`src/common/dcb_defs.svh`:
```
// Purpose: Shared constants of the dual counter with byte readout
// Assumes: Included by bare name, definitions only
// Notes:   Times are in ns, counts in cycles of I_CLK
`ifndef DCB_DEFS_SVH
`define DCB_DEFS_SVH

// Widths
`define DCB_CNT_W        16
`define DCB_BYTE_W       8
`define DCB_SNAP_W       32
`define DCB_SEL_W        4
`define DCB_SYNC_W       8

// Reset values, full count and count step
`define DCB_CNT_RST      16'h0000
`define DCB_CNT_FULL     16'hffff
`define DCB_CNT_ONE      16'h0001
`define DCB_SNAP_RST     32'h0000_0000
`define DCB_BYTE_RST     8'h00

// Field positions inside the snapshot
`define DCB_ONE_LO_LSB   0
`define DCB_ONE_HI_LSB   8
`define DCB_TWO_LO_LSB   16
`define DCB_TWO_HI_LSB   24

// Bit positions inside the synchroniser vector
`define DCB_SY_CLK1      0
`define DCB_SY_CLK2      1
`define DCB_SY_SNAP      2
`define DCB_SY_EN2       3
`define DCB_SY_SEL       4

// Timing
`define DCB_CLK_NS       40
`define DCB_CLR_MIN_NS   20
`define DCB_CLR_MIN_CYC  (((`DCB_CLR_MIN_NS + `DCB_CLK_NS - 1) / `DCB_CLK_NS) < 1 ? 1 : \
                          ((`DCB_CLR_MIN_NS + `DCB_CLK_NS - 1) / `DCB_CLK_NS))

`endif

```
`src/common/dcb_pkg.sv`:
```
// Purpose: Types of the dual counter with byte readout
// Assumes: Widths come from dcb_defs.svh
// Notes:   Byte choice is an enum so the output decode has one home
`include "dcb_defs.svh"
package dcb_pkg;
    typedef logic [`DCB_CNT_W-1:0]  dcb_cnt_t;   // One counter
    typedef logic [`DCB_SNAP_W-1:0] dcb_snap_t;  // Both counters
    typedef logic [`DCB_BYTE_W-1:0] dcb_byte_t;  // One readout byte
    typedef logic [`DCB_SEL_W-1:0]  dcb_sel_t;   // Active-low selects
    // Which snapshot byte is on the read bus
    typedef enum logic [2:0] {
        DCB_PICK_NONE,
        DCB_PICK_ONE_LO,
        DCB_PICK_ONE_HI,
        DCB_PICK_TWO_LO,
        DCB_PICK_TWO_HI
    } dcb_pick_t;
endpackage

```
`src/rtl/dcb_sync.sv`:
```
// Purpose: Two-flop synchronisers with rising-edge detect per bit
// Assumes: Inputs are pins, asynchronous to i_clk
// Notes:   Stage one feeds only stage two; edges come from stage two on
`timescale 1ns/10ps
module dcb_sync
    import dcb_pkg::*;
#(
    parameter int W = `DCB_SYNC_W
) (
    // Clock, reset, enable
    input  wire logic         i_clk,
    input  wire logic         i_arst_n,
    input  wire logic         i_ce,
    // Pins in
    input  wire logic [W-1:0] i_pin,
    // Synchronised level and rising pulse
    output logic      [W-1:0] o_level,
    output logic      [W-1:0] o_rise
);
    genvar g;
    generate
        for (g = 0; g < W; g++) begin : g_bit
            logic meta;   // First stage, read only by second
            logic sync;   // Second stage, safe level
            logic prev;   // Delayed copy for edge detect

            // Shift chain, frozen with the clock enable
            always_ff @(posedge i_clk or negedge i_arst_n) begin
                if (!i_arst_n) begin
                    meta <= 1'b0;
                    sync <= 1'b0;
                    prev <= 1'b0;
                end else if (i_ce) begin
                    meta <= i_pin[g];
                    sync <= meta;
                    prev <= sync;
                end
            end

            assign o_level[g] = sync;
            // Only low-to-high counts; falling edges are ignored
            assign o_rise[g]  = sync & ~prev;
        end
    endgenerate
endmodule

```
`src/rtl/dcb_top.sv`:
```
// Purpose: Two 16-bit up-counters, shared snapshot, byte-wide readout
// Assumes: Count, snapshot and select pins are slow next to I_CLK
// Notes:   Count, enable, snapshot and select pins are synchronised, so each pin level must last
//          at least three I_CLK periods to be seen
//
// Functional notes
// - Two 16-bit counters, each own clock
// - Only rising clock edges change state
// - Carry low while counter one full
// - Counter two counts only when enable low
// - Chained pair acts as 32-bit counter
// - Clear low zeroes both counters asynchronously
// - Snapshot edge copies both counters together
// - Snapshot holds until next snapshot edge
// - Each half split into low, high bytes
// - Active-low selects pick byte for bus
// - Selects map one-lo, one-hi, two-lo, two-hi
// - All selects high floats the bus
// - Counters wrap after 65535, chained 4294967295
`timescale 1ns/10ps
module dcb_top
    import dcb_pkg::*;
(
    // System clock, reset, clock enable
    input  wire logic             I_CLK,
    input  wire logic             I_ARST_N,
    input  wire logic             I_CE,
    // Count clocks and counter control pins
    input  wire logic             I_COUNT_CLOCK_ONE,
    input  wire logic             I_COUNT_CLOCK_TWO,
    input  wire logic             I_COUNT_TWO_ENABLE_N,
    input  wire logic             I_COUNTERS_CLEAR_N,
    // Snapshot clock pin
    input  wire logic             I_SNAP_CLOCK,
    // Byte selects, active low
    input  wire logic             I_SEL_ONE_LOW_BYTE_N,
    input  wire logic             I_SEL_ONE_HIGH_BYTE_N,
    input  wire logic             I_SEL_TWO_LOW_BYTE_N,
    input  wire logic             I_SEL_TWO_HIGH_BYTE_N,
    // Carry of counter one, active low
    output logic                  O_CARRY_OUT_ONE_N,
    // Read bus, output only, with its enable
    output logic [`DCB_BYTE_W-1:0] O_READ_BUS,
    output logic                  O_READ_BUS_OE
);
    // Synchroniser outputs
    logic [`DCB_SYNC_W-1:0] sy_level;   // Clean pin levels
    logic [`DCB_SYNC_W-1:0] sy_rise;    // One-cycle rising pulses
    logic                   rise_one;   // Count clock one edge
    logic                   rise_two;   // Count clock two edge
    logic                   rise_snap;  // Snapshot clock edge
    logic                   en_two_n;   // Synchronised enable
    dcb_sel_t               sel_n;      // Synchronised selects

    // Counter state
    dcb_cnt_t   cnt_one;        // Counter one
    dcb_cnt_t   cnt_two;        // Counter two
    dcb_cnt_t   next_cnt_one;   // Counter one after this cycle
    dcb_cnt_t   next_cnt_two;   // Counter two after this cycle
    logic       cnt_rst_n;      // Reset or clear, both active low

    // Snapshot and readout
    dcb_snap_t  snapshot;       // Captured counter pair
    dcb_pick_t  pick;           // Decoded byte choice
    dcb_byte_t  next_read;      // Byte to drive next

    // Pick one byte choice from the active-low selects
    function automatic dcb_pick_t pick_of(input dcb_sel_t s_n);
        dcb_pick_t p;
        p = DCB_PICK_NONE;
        // Several selects low is illegal; lowest index wins so it stays defined
        if (!s_n[0]) begin
            p = DCB_PICK_ONE_LO;
        end else if (!s_n[1]) begin
            p = DCB_PICK_ONE_HI;
        end else if (!s_n[2]) begin
            p = DCB_PICK_TWO_LO;
        end else if (!s_n[3]) begin
            p = DCB_PICK_TWO_HI;
        end
        return p;
    endfunction

    // Pull one byte out of the snapshot
    function automatic dcb_byte_t byte_of(input dcb_snap_t s, input dcb_pick_t p);
        dcb_byte_t b;
        b = `DCB_BYTE_RST;
        case (p)
            DCB_PICK_ONE_LO: begin
                b = s[`DCB_ONE_LO_LSB +: `DCB_BYTE_W];
            end
            DCB_PICK_ONE_HI: begin
                b = s[`DCB_ONE_HI_LSB +: `DCB_BYTE_W];
            end
            DCB_PICK_TWO_LO: begin
                b = s[`DCB_TWO_LO_LSB +: `DCB_BYTE_W];
            end
            DCB_PICK_TWO_HI: begin
                b = s[`DCB_TWO_HI_LSB +: `DCB_BYTE_W];
            end
            default: begin
                b = `DCB_BYTE_RST;
            end
        endcase
        return b;
    endfunction

    // Count, enable, snapshot and select pins go through the synchroniser bank; clear does not
    // Selects pass inverted so the chain's reset value is their idle
    // level; otherwise the bus would be driven for two cycles after reset
    dcb_sync #(
        .W        (`DCB_SYNC_W)
    ) u_sync (
        .i_clk    (I_CLK),
        .i_arst_n (I_ARST_N),
        .i_ce     (I_CE),
        .i_pin    ({~I_SEL_TWO_HIGH_BYTE_N, ~I_SEL_TWO_LOW_BYTE_N,
                    ~I_SEL_ONE_HIGH_BYTE_N, ~I_SEL_ONE_LOW_BYTE_N,
                    I_COUNT_TWO_ENABLE_N, I_SNAP_CLOCK,
                    I_COUNT_CLOCK_TWO, I_COUNT_CLOCK_ONE}),
        .o_level  (sy_level),
        .o_rise   (sy_rise)
    );

    // Rising pulses only for count and snapshot clocks; a falling clock pin edge never reaches the state
    assign rise_one  = sy_rise[`DCB_SY_CLK1];
    assign rise_two  = sy_rise[`DCB_SY_CLK2];
    assign rise_snap = sy_rise[`DCB_SY_SNAP];
    assign en_two_n  = sy_level[`DCB_SY_EN2];
    // Back to active low; all high right after reset, so the bus floats
    assign sel_n     = ~sy_level[`DCB_SY_SEL +: `DCB_SEL_W];
    assign pick      = pick_of(sel_n);

    // Clear acts without the clock; release is not synchronised, so
    // the driver must keep it clean and off count edges
    assign cnt_rst_n = I_ARST_N & I_COUNTERS_CLEAR_N;

    // Next value of counter one, wrapping past all ones
    always_comb begin
        next_cnt_one = cnt_one;
        if (rise_one) begin
            next_cnt_one = cnt_one + `DCB_CNT_ONE;
        end
    end

    // Next value of counter two, gated by its active-low enable
    always_comb begin
        next_cnt_two = cnt_two;
        // Chained: enable is the carry, so two moves once per wrap of one
        if (rise_two && !en_two_n) begin
            next_cnt_two = cnt_two + `DCB_CNT_ONE;
        end
    end

    // Counter one register
    always_ff @(posedge I_CLK or negedge cnt_rst_n) begin
        if (!cnt_rst_n) begin
            cnt_one <= `DCB_CNT_RST;
        end else if (I_CE) begin
            cnt_one <= next_cnt_one;
        end
    end

    // Counter two register
    always_ff @(posedge I_CLK or negedge cnt_rst_n) begin
        if (!cnt_rst_n) begin
            cnt_two <= `DCB_CNT_RST;
        end else if (I_CE) begin
            cnt_two <= next_cnt_two;
        end
    end

    // Carry follows the next count so it is aligned with the counter
    always_ff @(posedge I_CLK or negedge cnt_rst_n) begin
        if (!cnt_rst_n) begin
            O_CARRY_OUT_ONE_N <= 1'b1;
        end else if (I_CE) begin
            O_CARRY_OUT_ONE_N <= (next_cnt_one != `DCB_CNT_FULL);
        end
    end

    // Snapshot: not touched by clear, only by its own edge
    always_ff @(posedge I_CLK or negedge I_ARST_N) begin
        if (!I_ARST_N) begin
            snapshot <= `DCB_SNAP_RST;
        end else if (I_CE && rise_snap) begin
            snapshot <= {cnt_two, cnt_one};
        end
    end

    // Byte to drive, decoded from the selects
    always_comb begin
        next_read = byte_of(snapshot, pick);
    end

    // Read bus data and enable, registered
    always_ff @(posedge I_CLK or negedge I_ARST_N) begin
        if (!I_ARST_N) begin
            O_READ_BUS    <= `DCB_BYTE_RST;
            O_READ_BUS_OE <= 1'b0;
        end else if (I_CE) begin
            O_READ_BUS    <= next_read;
            // Bus floats whenever no select is low
            O_READ_BUS_OE <= (pick != DCB_PICK_NONE);
        end
    end
endmodule

```
`config.mk`:
```
export PLATFORM = sky130hd
export DESIGN_NAME = dcb_top
export DESIGN_NICKNAME = d
export VERILOG_FILES = /design/src/common/dcb_pkg.sv /design/src/rtl/dcb_sync.sv /design/src/rtl/dcb_top.sv
export VERILOG_INCLUDE_DIRS = /design/src /design/src/common
export SDC_FILE = /design/constraint.sdc
export NUM_CORES = 1
export LEC_CHECK = 0
export BUFFER_PORTS_ARGS = -buffer_cell sky130_fd_sc_hd__buf_2
export CORE_MARGIN = 10
export CORE_UTILIZATION = 44
export CTS_CLUSTER_SIZE = 10
export DETAILED_ROUTE_END_ITERATION = 16
export HOLD_SLACK_MARGIN = 0.15
export PLACE_DENSITY = 0.71
export SYNTH_ARGS = -nofsm -noshare
export SYNTH_HDL_FRONTEND = slang
export SYNTH_SLANG_ARGS = --single-unit
```
`constraint.sdc`:
```
create_clock -name I_CLK -period 1.9 [get_ports I_CLK]
set_input_delay 0.285 -clock I_CLK [delete_from_list [all_inputs] [get_ports I_CLK]]
set_output_delay 0.285 -clock I_CLK [all_outputs]
set_load 0.02 [all_outputs]
```
==> results.md, run 1 <==
- Failing checks: negative setup slack
- Fin crit period: 2.04 ns
- Final WL: 8060 um
- Most used DFF post-synth: dfrtp_1
- Layout fillers: 823
- Net Count, Synth: 351
- Vias: 2711
- Core ar.: 9240 um2
- CTS max path bufs: 2
- Clock-pin slew on the worst setup and hold paths: 0.09 ns
- Pwr/cell area: 993 nW/um2
- Synth-to-layout area growth: 14.4%
- Max-slew violations: 0
- Die W: 117 um
- Post-synth ARST share: 1.00
- Placed instance count: 489
- Total grt overflow: 0
- TritonCTS clock tree: yes
- Vias in the first global route: 2744
- Worst path bufs/invs: 0
- Non-filler cells, final: 516
- Cell variety after synth: 46
- Largest net degree at the start of global routing: 61
- N_diodes: 0
- Core Rows: 35
- Final instance area: 4770 um2
- Internal power: 0.00331 W
- Sink Count: 93
- Initial antenna violation count: 0
- DRC Markers: 0
- Setup CP Type: reg2reg
- Average size of a mapped cell: 12.4 um2
- Synth Register Bits: 93
- Share of Yosys cell area claimed by the top area cell type: 0.552
- Multi-input gate area: 1660 um2
- Maximum VDD drop: 0.000558 V
- CTS buffer count: 9
- Number of I/O pins: 22
- CP Max Fanout: 3
- First-pass GRT wire length: 14000 um
- Yosys warnings: 0
- Least-Margin Pin Slew: 0.894 ns
- Setup crit end kind: register
- DIE HEIGHT: 117 um
- Post-Synthesis Cell Area: 4170 um2
- DR pass1 iterations: 4
- Initial Utilization: 0.451
- Worst-path cell chain: ha_2, a21bo_1, or3b_1, a211o_1, a221o_1, o32a_1
- Final ANT Viol Nets: 0
- Req. time, crit path: 2.19 ns
- Top Family by Delay on Critical Path: compound AO/OA/AOI/OAI gates
- Clk Latency, worst-skew pair: 0.36 ns
- CP max stage cell: dfrtp_1
- Status: complete, but fails checks
- Sw Share: 0.300
- Cell taking the most area after synthesis: dfrtp_1
- Commonest cells after routing, fill and taps aside: dfrtp_1 (91), mux2_2 (48), buf_4 (23)
- Via density: 5.25
- Cells after Synth: 337
- Synth area leaders: dfrtp_1 (55%), mux2_2 (13%), xnor2_1 (4.6%)
- Final worst slack: -0.138 ns
- Die ar.: 13800 um2
- CTS H-tree depth: 3
- Portion of total power attributed to sequential cells: 0.519
- Largest stage delay, worst path: 0.38 ns
- Worst clock skew: 0.00511 ns
- Arr. time, crit path: 2.33 ns
- Wire per inst: 15.6 um
- Max_cap viols: 0
- Post-DP HPWL: 5740 um
- Setup-failing EPs final: 1
- Number of nets in the layout: 396
- Reg area: 2330 um2
- RSZ-0062 raised after global routing: yes
- Final Wtd Congestion: 0.879
- Worst Setup Start Kind: register
- Clock power share: 0.250
- Port Buffer Count: 21
- Worst hold path class: in2async
- Total power: 0.00474 W
- Setup tns final: -0.138 ns
- Layout cell share with drive strength beyond 1: 0.300
- Combinational Power Share: 0.232
- Slew headroom: 0.398
- Fmax: 491 MHz
- Sw Pwr: 0.00142 W
- Fin crit share: 1.07
- WHS: 0.155 ns
- Final hold violation count: 0
- Global Route Usage Sum: 0.123
- Register area share after synthesis: 0.559
- Clk root buf: clkbuf_8
- EDFF count, synth: 0
- Placed Area: 4480 um2
- Commonest non-fill, non-tap cell in the layout: dfrtp_1
- Leak pwr: 2.16 nW
- Initial drt markers: 219
## cells by family after synthesis
group | count (synthesis) | share of synthesized area
fa+ha+maj | 2 | 0.00600
xor+xnor | 33 | 0.0693
simple gates | 82 | 0.107
mux | 53 | 0.142
flops | 93 | 0.559
buf+inv | 34 | 0.0438
compound gates | 40 | 0.0733
## cells in the mapped netlist (2+ instances only)
cell type,number
nor3_1,5
nand4_1,14
a31oi_1,2
nand3_1,12
mux2i_1,5
buf_2,2
buf_4,3
a221oi_1,8
xnor2_1,22
buf_6,4
nand4b_1,3
o22ai_1,9
o311ai_0,2
nand2b_1,2
nand2_1,15
o21ai_0,4
inv_1,14
a22oi_1,8
xor2_1,11
nor2_1,18
nand3b_1,2
ha_1,2
dfrtp_1,92
mux2_2,48
clkbuf_1,9
## metal layers
metal,up-vias,share of wire,global-route usage
met5,-,0,0
met3,7,0.056,0.0293
met1,1341,0.47,0.169
met4,0,0.014,0.0540
li1,1289,-,-
met2,74,0.46,0.179
## power groups by stage
stage	Sequential [W]	Clock (W)	Combinational (W)
floorplan	0.00247	0	0.000754
global placement	0.00248	0	0.00103
detailed placement	0.00250	0	0.00106
CTS	0.00246	0.00122	0.00109
global route	0.00250	0.00131	0.00122
finish	0.00246	0.00118	0.00110
## worst register-to-register path: cells and delay by family (launching register included)
family                     cells  cell delay, ns
adders and majority gates      1            0.18
AOI/OAI and AO/OA              4            1.06
and+or+nand+nor                1            0.34
DFF                            1            0.38
## repair_timing
action / in CTS / in global routing
pin swaps: 1 / 0
setup endpoints to repair: 1 / 4
hold buffers: 9 / 0
endpoints found under the hold margin: 40 / 0
resized for setup: 0 / 1
buffers inserted: 1 / 1
## state kept, by name, indices dropped and copies added, names as in the netlist
name,flops
snapshot,32
cnt_two,16
O_CARRY_OUT_ONE_N,1
u_sync.g_bit.meta,8
u_sync.g_bit.sync,8
O_READ_BUS,8
O_READ_BUS_OE,1
u_sync.g_bit.prev,3
cnt_one,16
## through the flow
| step | setup slack (ns) | utilization |
|---|---|---|
| floorplan | -0.151 | - |
| global placement | -0.0799 | 0.485 |
| detailed placement | -0.140 | 0.485 |
| CTS | -0.122 | 0.515 |
| global route | -0.190 | 0.516 |
| finish | -0.138 | 0.516 |
## path summary, 6_finish.rpt
path | from | to | slack (ns) | cells past startpoint
max | cnt_one[1] | O_CARRY_OUT_ONE_N | -0.14 | 6
min | I_ARST_N | snapshot[4] | 0.15 | 2
max reg2reg | cnt_one[1] | O_CARRY_OUT_ONE_N | -0.14 | 6
min reg2reg | cnt_two[15] | cnt_two[15] | 0.47 | 1
max in group asynchronous | I_COUNTERS_CLEAR_N | O_CARRY_OUT_ONE_N | 0.96 | 4
min in group I_CLK | I_CE | O_CARRY_OUT_ONE_N | 0.39 | 3
## cell type report
class | instances | area share
sequential | 93 | 0.489
inverter | 14 | 0.0110
timing repair buffer | 54 | 0.0814
multi-input combinational | 210 | 0.348
clock buffer | 11 | 0.0297
tap | 129 | 0.0339
clock inverter | 5 | 0.00735
Note: power is estimated with default switching activity, not from simulation.
==> inputs of run 2 (changes only) <==
--- a/config.mk
+++ b/config.mk
@@ -6,13 +6,13 @@
 export SDC_FILE = /design/constraint.sdc
 export NUM_CORES = 1
 export LEC_CHECK = 0
-export BUFFER_PORTS_ARGS = -buffer_cell sky130_fd_sc_hd__buf_2
+export BUFFER_PORTS_ARGS = -buffer_cell sky130_fd_sc_hd__clkbuf_2
 export CORE_MARGIN = 10
 export CORE_UTILIZATION = 44
 export CTS_CLUSTER_SIZE = 10
 export DETAILED_ROUTE_END_ITERATION = 16
 export HOLD_SLACK_MARGIN = 0.15
-export PLACE_DENSITY = 0.71
+export PLACE_DENSITY = 0.69
 export SYNTH_ARGS = -nofsm -noshare
 export SYNTH_HDL_FRONTEND = slang
 export SYNTH_SLANG_ARGS = --single-unit
==> constraint.sdc (replaced) <==
create_clock -name I_CLK -period 2.55 [get_ports I_CLK]
set_input_delay 0.3825 -clock I_CLK [delete_from_list [all_inputs] [get_ports I_CLK]]
set_output_delay 0.3825 -clock I_CLK [all_outputs]
set_load 0.02 [all_outputs]
==> run 2 against run 1 <==
Against the previous run:
- the run now ends clean
- global-route usage shrank 0.44 points
- sequential share of layout area grew 1.6 points
- die area is the same
- critical endpoint unchanged
- critical path depth is the same
- first-iteration DRC count shrank 31%
==> results.md, run 2 (synthesized netlist as in run 1, its figures left out) <==
- Status: finished clean
- Max-slew violations: 0 (unchanged)
- Placed Area: 4370 um2 (-2.5%)
- Worst-path cell chain: ha_1, a21bo_1, or3b_1, a211o_1, a221o_1, o32a_1
- Top Family by Delay on Critical Path: compound AO/OA/AOI/OAI gates
- Worst path bufs/invs: 0 (unchanged)
- Die W: 117 um (unchanged)
- Total grt overflow: 0 (unchanged)
- TritonCTS clock tree: yes
- Top Layer Used: met4
- Arr. time, crit path: 2.54 ns (+0.21 ns)
- Setup CP Type: reg2reg
- Maximum VDD drop: 0.000315 V (-44%)
- DR pass1 iterations: 4 (unchanged)
- CTS resizes: 0 (unchanged)
- CTS max path bufs: 2 (unchanged)
- CTS H-tree depth: 3 (unchanged)
- Req. time, crit path: 2.83 ns (+0.64 ns)
- Max_cap viols: 0 (unchanged)
- N_diodes: 0 (unchanged)
- Die ar.: 13800 um2 (unchanged)
- Number of nets in the layout: 372 (-6.1%)
- Worst hold path class: in2async
- Synth-to-layout area growth: 10.7%
- Number of I/O pins: 22 (unchanged)
- Largest stage delay, worst path: 0.54 ns (+0.16 ns)
- Setup tns final: 0 ns (+0.138 ns)
- Clk Latency, worst-skew pair: 0.35 ns (about the same)
- Least-Margin Pin Slew: 0.919 ns (+0.0259 ns)
- DRC Markers: 0 (unchanged)
- Via density: 5.42 (+3.3%)
- Combinational Power Share: 0.165 (-0.067)
- Layout cell share with drive strength beyond 1: 0.275 (-0.0243)
- Setup crit end kind: register
- WL met1: 3700 um (-2.4%)
- CTS buffer count: 9 (unchanged)
- # hold bufs at CTS: 0 (-9)
- Commonest non-fill, non-tap cell in the layout: dfrtp_1
- Setup-failing EPs final: 0 (-1)
- Worst clock skew: 0.00893 ns (+0.00382 ns)
- Leak pwr: 2.08 nW (-3.9%)
- Largest net degree at the start of global routing: 61 (unchanged)
- Vias: 2669 (-1.5%)
- Initial drt markers: 151 (-31%)
- Final instance area: 4610 um2 (-3.3%)
- Fin crit share: 0.885 (-0.188)
- Final WL: 7900 um (-2.0%)
- Portion of total power attributed to sequential cells: 0.522 (+0.003)
- Final ANT Viol Nets: 0 (unchanged)
- Clk root buf: clkbuf_8
- Internal power: 0.00260 W (-21%)
- Routed length on met3: 292 um (-35%)
- Slew headroom: 0.380 (-0.0175)
- RSZ-0062 raised after global routing: no
- Clock-pin slew on the worst setup and hold paths: 0.09 ns (about the same)
- Global Route Usage Sum: 0.119 (-0.00436)
- Post-DP HPWL: 5570 um (-2.9%)
- DR WL met2: 3800 um (+2.8%)
- Final Wtd Congestion: 0.813 (-7.5%)
- Clock power share: 0.313 (+0.063)
- Worst Setup Start Kind: register
- Vias in the first global route: 2658 (-3.1%)
- Final hold violation count: 0 (unchanged)
- Max reg flops: 32 (unchanged)
- Commonest cells after routing, fill and taps aside: dfrtp_1 (92), mux2_2 (48), xnor2_1 (22)
- Largest regs: snapshot (32), cnt_one (16), cnt_two (16)
- CP max stage cell: dfrtp_1
- Wire per inst: 16.0 um (+2.8%)
- Sw Share: 0.290 (-0.0104)
- First-pass GRT wire length: 13500 um (-3.2%)
- Fmax: 443 MHz (-9.7%)
- Initial Utilization: 0.451 (unchanged)
- Initial antenna violation count: 0 (unchanged)
- Sw Pwr: 0.00106 W (-25%)
- Core Rows: 35 (unchanged)
- Largest Register: snapshot
- Setup Buffers After CTS: 0 (-1)
- Core ar.: 9240 um2 (unchanged)
- CP Max Fanout: 11 (+8)
- Sink Count: 93 (unchanged)
- Pwr/cell area: 794 nW/um2 (-20%)
- Port Buffer Count: 21 (unchanged)
- Fin crit period: 2.26 ns (+0.218 ns)
- Total power: 0.00366 W (-23%)
- DIE HEIGHT: 117 um (unchanged)
## run 2: layout make-up
class,count,area (um2)
timing repair buffer,30,173
inverter,14,52.6
multi-input combinational,210,1660
clock inverter,5,88.8
sequential,93,2330
clock buffer,11,151
tap,129,161
fill,825,4630
## run 2: per-stage QoR
step,setup slack [ns],cells,hold slack [ns],util
after floorplan,0.481,337,0.0869,-
after global placement,0.356,476,0.473,0.473
after detailed placement,0.312,476,0.474,0.473
after CTS,0.302,492,0.160,0.499
after global routing,0.210,492,0.179,0.499
final,0.294,492,0.152,0.499
## run 2: worst reg2reg max path, stage by stage (launching register included)
cell and delay, ns:
dfrtp_1 0.54, ha_1 0.23, a21bo_1 0.21, or3b_1 0.35
a211o_1 0.29, a221o_1 0.29, o32a_1 0.28
## run 2: path summary, 6_finish.rpt
check | from | end | slack [ns] | depth (start not counted)
worst max-delay path | cnt_one[1] | O_CARRY_OUT_ONE_N | 0.29 | 6
max in group asynchronous | I_ARST_N | u_sync.g_bit[0].prev | 1.83 | 2
worst min-delay path | I_COUNTERS_CLEAR_N | cnt_two[8] | 0.15 | 3
worst max register to register | cnt_one[1] | O_CARRY_OUT_ONE_N | 0.29 | 6
worst min register to register | cnt_two[15] | cnt_two[15] | 0.49 | 1
min in group I_CLK | I_SEL_TWO_LOW_BYTE_N | u_sync.g_bit[6].meta | 0.19 | 2
## run 2: per-layer routing
| layer | up-vias | GRT usage |
|---|---|---|
| li1 | 1252 | - |
| met1 | 1355 | 0.155 |
| met2 | 56 | 0.183 |
| met3 | 6 | 0.0293 |
| met4 | 0 | 0.0469 |
| met5 | - | 0 |
## run 2: power by group through the flow
stage          logic [W]  registers [W]  clock network, W
3_3_place_gp    0.000596        0.00193                 0
5_1_grt         0.000671        0.00195           0.00123
3_5_place_dp    0.000610        0.00194                 0
4_1_cts         0.000613        0.00191           0.00118
2_1_floorplan   0.000560        0.00184                 0
6_report        0.000605        0.00191           0.00115
==> inputs of run 3 (changes only) <==
--- a/config.mk
+++ b/config.mk
@@ -6,6 +6,7 @@
 export SDC_FILE = /design/constraint.sdc
 export NUM_CORES = 1
 export LEC_CHECK = 0
+export ABC_AREA = 1
 export BUFFER_PORTS_ARGS = -buffer_cell sky130_fd_sc_hd__clkbuf_2
 export CORE_MARGIN = 10
 export CORE_UTILIZATION = 44
==> run 3 against run 2 <==
Against the previous run:
- clock power is 14% lower
- global-route usage is 2.3 points higher
- critical path type unchanged
- flip-flop and latch count is the same
- maximum frequency increased by 16%
- design area down 0.35%
- register-to-register slack improved by 0.30 ns
- final cell count is 27% higher
- power grew 1.5%
- die area is 0.35% lower
- worst setup slack better by 0.30 ns
- non-clock buffer count fell by 2
- sequential share of layout area rose by 0.18 points
==> results.md, run 3 <==
- CTS resizes: 0 (unchanged)
- Post-Synthesis Cell Area: 4150 um2 (-0.42%)
- Layout fillers: 858 (+4.0%)
- Slew headroom: 0.503 (+0.123)
- Vias in the first global route: 3216 (+21%)
- Final hold violation count: 0 (unchanged)
- Final ANT Viol Nets: 0 (unchanged)
- Share of Yosys cell area claimed by the top area cell type: 0.555 (+0.00233)
- Core Rows: 35 (unchanged)
- Largest regs: snapshot (32), cnt_one (16), cnt_two (16)
- Req. time, crit path: 2.85 ns (+0.02 ns)
- Worst clock skew: 0.0230 ns (+0.0141 ns)
- Top Layer Used: met4
- Average size of a mapped cell: 8.59 um2 (-31%)
- Cell taking the most area after synthesis: dfrtp_1
- Largest net degree at the start of global routing: 61 (unchanged)
- Register area share after synthesis: 0.561 (+0.00236)
- Clk root buf: clkbuf_8
- Via density: 5.18 (-4.6%)
- Clock-pin slew on the worst setup and hold paths: 0.11 ns (+0.02 ns)
- Final worst slack: 0.598 ns (+0.304 ns)
- Worst path bufs/invs: 2 (+2)
- TritonCTS clock tree: yes
- Initial antenna violation count: 0 (unchanged)
- Die ar.: 13700 um2 (-0.35%)
- Status: finished clean
- Net Count, Synth: 497 (+42%)
- CTS H-tree depth: 3 (unchanged)
- Adder-Cell Fraction of Synth Area: 0.00603 (+0.0000253)
- Commonest non-fill, non-tap cell in the layout: nand2_1
- Sink Count: 93 (unchanged)
- Post-synth ARST share: 1.00 (unchanged)
- Clk Latency, worst-skew pair: 0.36 ns (about the same)
- Setup tns final: 0 ns (unchanged)
- Maximum VDD drop: 0.000324 V (+2.8%)
- Largest Register: snapshot
- Most used DFF post-synth: dfrtp_1
- Wire per inst: 14.5 um (-9.7%)
- Core ar.: 9200 um2 (-0.47%)
- Fmax: 512 MHz (+16%)
- Fin crit share: 0.766 (-0.119)
- CP max stage cell: dfrtp_1
- Routed length on met3: 371 um (+27%)
- DR pass1 iterations: 4 (unchanged)
- Max-slew violations: 0 (unchanged)
- Die W: 117 um (-0.17%)
- Setup Buffers After CTS: 0 (unchanged)
- Leak pwr: 2.28 nW (+9.7%)
- Worst-path cell chain: ha_1, nand3_1, nor2_1, nand2_1, inv_1, nand3_1, nand2_1, nand2_1, inv_1, nand3_1, nor2_1, nor2_1
- Setup-failing EPs final: 0 (unchanged)
- Cells after Synth: 483 (+43%)
- Yosys warnings: 0 (unchanged)
- WL met1: 4210 um (+14%)
- Cell variety after synth: 26 (-43%)
- Number of I/O pins: 22 (unchanged)
- Pwr/cell area: 809 nW/um2 (+1.9%)
- Least-Margin Pin Slew: 0.745 ns (-0.174 ns)
- Setup crit end kind: register
- Global Route Usage Sum: 0.142 (+0.0230)
- Fin crit period: 1.95 ns (-0.304 ns)
- Final Wtd Congestion: 0.915 (+13%)
- Final WL: 9030 um (+14%)
- Mux contribution to synthesized area: 0.00271 (-0.139)
- Largest stage delay, worst path: 0.44 ns (-0.10 ns)
- Setup CP Type: reg2reg
- DR WL met2: 4310 um (+14%)
- Port Buffer Count: 21 (unchanged)
- Post-synthesis xor/xnor area fraction: 0.0380 (-0.0314)
- Total grt overflow: 0 (unchanged)
- Synth area leaders: dfrtp_1 (55%), nand2_1 (13%), o21ai_0 (8.2%)
- Arr. time, crit path: 2.25 ns (-0.29 ns)
- Initial drt markers: 210 (+39%)
- Setup WS pre-CTS: 0.607 ns (+0.295 ns)
- Max_cap viols: 0 (unchanged)
- EDFF count, synth: 0 (unchanged)
- Number of nets in the layout: 521 (+40%)
- Top cells by count, synth: nand2_1 (146), dfrtp_1 (92), o21ai_0 (68)
- Top Family by Delay on Critical Path: simple AND/OR/NAND/NOR gates
- DRC Markers: 0 (unchanged)
- Worst Setup Start Kind: register
- Worst hold path class: in2reg
- Vias: 3225 (+21%)
- CP Max Fanout: 7 (-4)
- CTS buffer count: 9 (unchanged)
- DIE HEIGHT: 117 um (-0.17%)
- Max reg flops: 32 (unchanged)
- Layout cell share with drive strength beyond 1: 0.104 (-0.172)
- Commonest cells after routing, fill and taps aside: nand2_1 (146), dfrtp_1 (92), o21ai_0 (68)
- RSZ-0062 raised after global routing: no
- Main combinational cell family by area after synthesis: simple AND/OR/NAND/NOR gates
- N_diodes: 0 (unchanged)
- Simple-gate share of the synthesized area: 0.213 (+0.106)
- Synth-to-layout area growth: 10.7% (about the same)
- CTS max path bufs: 2 (unchanged)
- First-pass GRT wire length: 15400 um (+14%)
- Compound-cell area share of the yosys netlist: 0.121 (+0.0473)
- Synth Register Bits: 93 (unchanged)
- Post-DP HPWL: 6610 um (+19%)
- Count leader, synth: nand2_1
- Initial Utilization: 0.451 (about the same)
run 3: changes by cell type after synthesis, sizes merged, moves of 6 or more:
cell,previous run,this run
buf,11,0
xor2,11,18
mux2,48,1
nor2,18,32
a221oi,8,2
o22ai,9,0
nand3,12,22
inv,14,49
o21ai,4,69
nand4,14,6
clkbuf,9,15
nand2,15,147
xnor2,22,0
run 3: through the flow:
| stage | utilization | power (W) | hold WS [ns] | instance area, um2 | std cells |
|---|---|---|---|---|---|
| after floorplan | - | 0.00248 | 0.0869 | 4150 | 483 |
| after global placement | 0.477 | 0.00273 | 0.458 | 4390 | 606 |
| after global routing | 0.500 | 0.00397 | 0.182 | 4600 | 623 |
| after detailed placement | 0.477 | 0.00276 | 0.459 | 4390 | 606 |
| after CTS | 0.500 | 0.00374 | 0.182 | 4600 | 623 |
| final | 0.500 | 0.00372 | 0.193 | 4600 | 623 |
run 3: cells by family (layout without fill, tap and decap cells):
kind of cell,count (synthesis),in the layout
simple gates,213,213
buf+inv,65,94
mux,1,1
compound gates,91,91
fa+ha+maj,2,2
xor+xnor,18,18
flops,93,93
run 3: layer usage:
| layer | up-vias | global-route usage |
|---|---|---|
| li1 | 1602 | - |
| met1 | 1547 | 0.182 |
| met2 | 64 | 0.230 |
| met3 | 12 | 0.0255 |
| met4 | 0 | 0.0593 |
| met5 | - | 0 |
run 3: timing repair:
item,CTS,global route
endpoints found under the setup margin,0,0
hold buffers,1,0
endpoints found under the hold margin,17,0
run 3: final timing paths:
| kind | startpoint | end | slack (ns) | depth (start not counted) |
|---|---|---|---|---|
| setup / recovery | cnt_one[0] | O_CARRY_OUT_ONE_N | 0.60 | 12 |
| hold / removal | I_SEL_TWO_LOW_BYTE_N | u_sync.g_bit[6].meta | 0.19 | 2 |
| max in group asynchronous | I_COUNTERS_CLEAR_N | O_CARRY_OUT_ONE_N | 1.53 | 5 |
| setup reg to reg | cnt_one[0] | O_CARRY_OUT_ONE_N | 0.60 | 12 |
| hold reg to reg | cnt_two[14] | cnt_two[14] | 0.47 | 1 |
| min in group asynchronous | I_ARST_N | cnt_two[7] | 0.23 | 4 |
run 3: final cells by class:
class	count	area (um2)	share of cell area
flip-flops and latches	93	2330	0.507
inverters	50	188	0.0408
clock buffers	10	138	0.0299
repair buffers	28	160	0.0348
well taps	111	139	0.0302
clock inverters	6	60.1	0.0131
multi-input cells	325	1580	0.344
run 3: power by group:
group	total [W]	switching, W	leakage [nW]	internal (W)
registers	0.00203	0.000249	1.17	0.00178
clock network	0.000985	0.000575	0.103	0.000409
logic	0.000704	0.000453	1.00	0.000252
total	0.00372	0.00128	2.28	0.00244
run 3: worst reg2reg max path, cell delays in order (launching register included):
cell     delay (ns)
dfrtp_1        0.44
ha_1           0.24
nand3_1        0.09
nor2_1         0.36
nand2_1        0.15
inv_1          0.11
nand3_1        0.07
nand2_1        0.08
nand2_1        0.06
inv_1          0.05
nand3_1        0.07
nor2_1         0.11
nor2_1         0.05
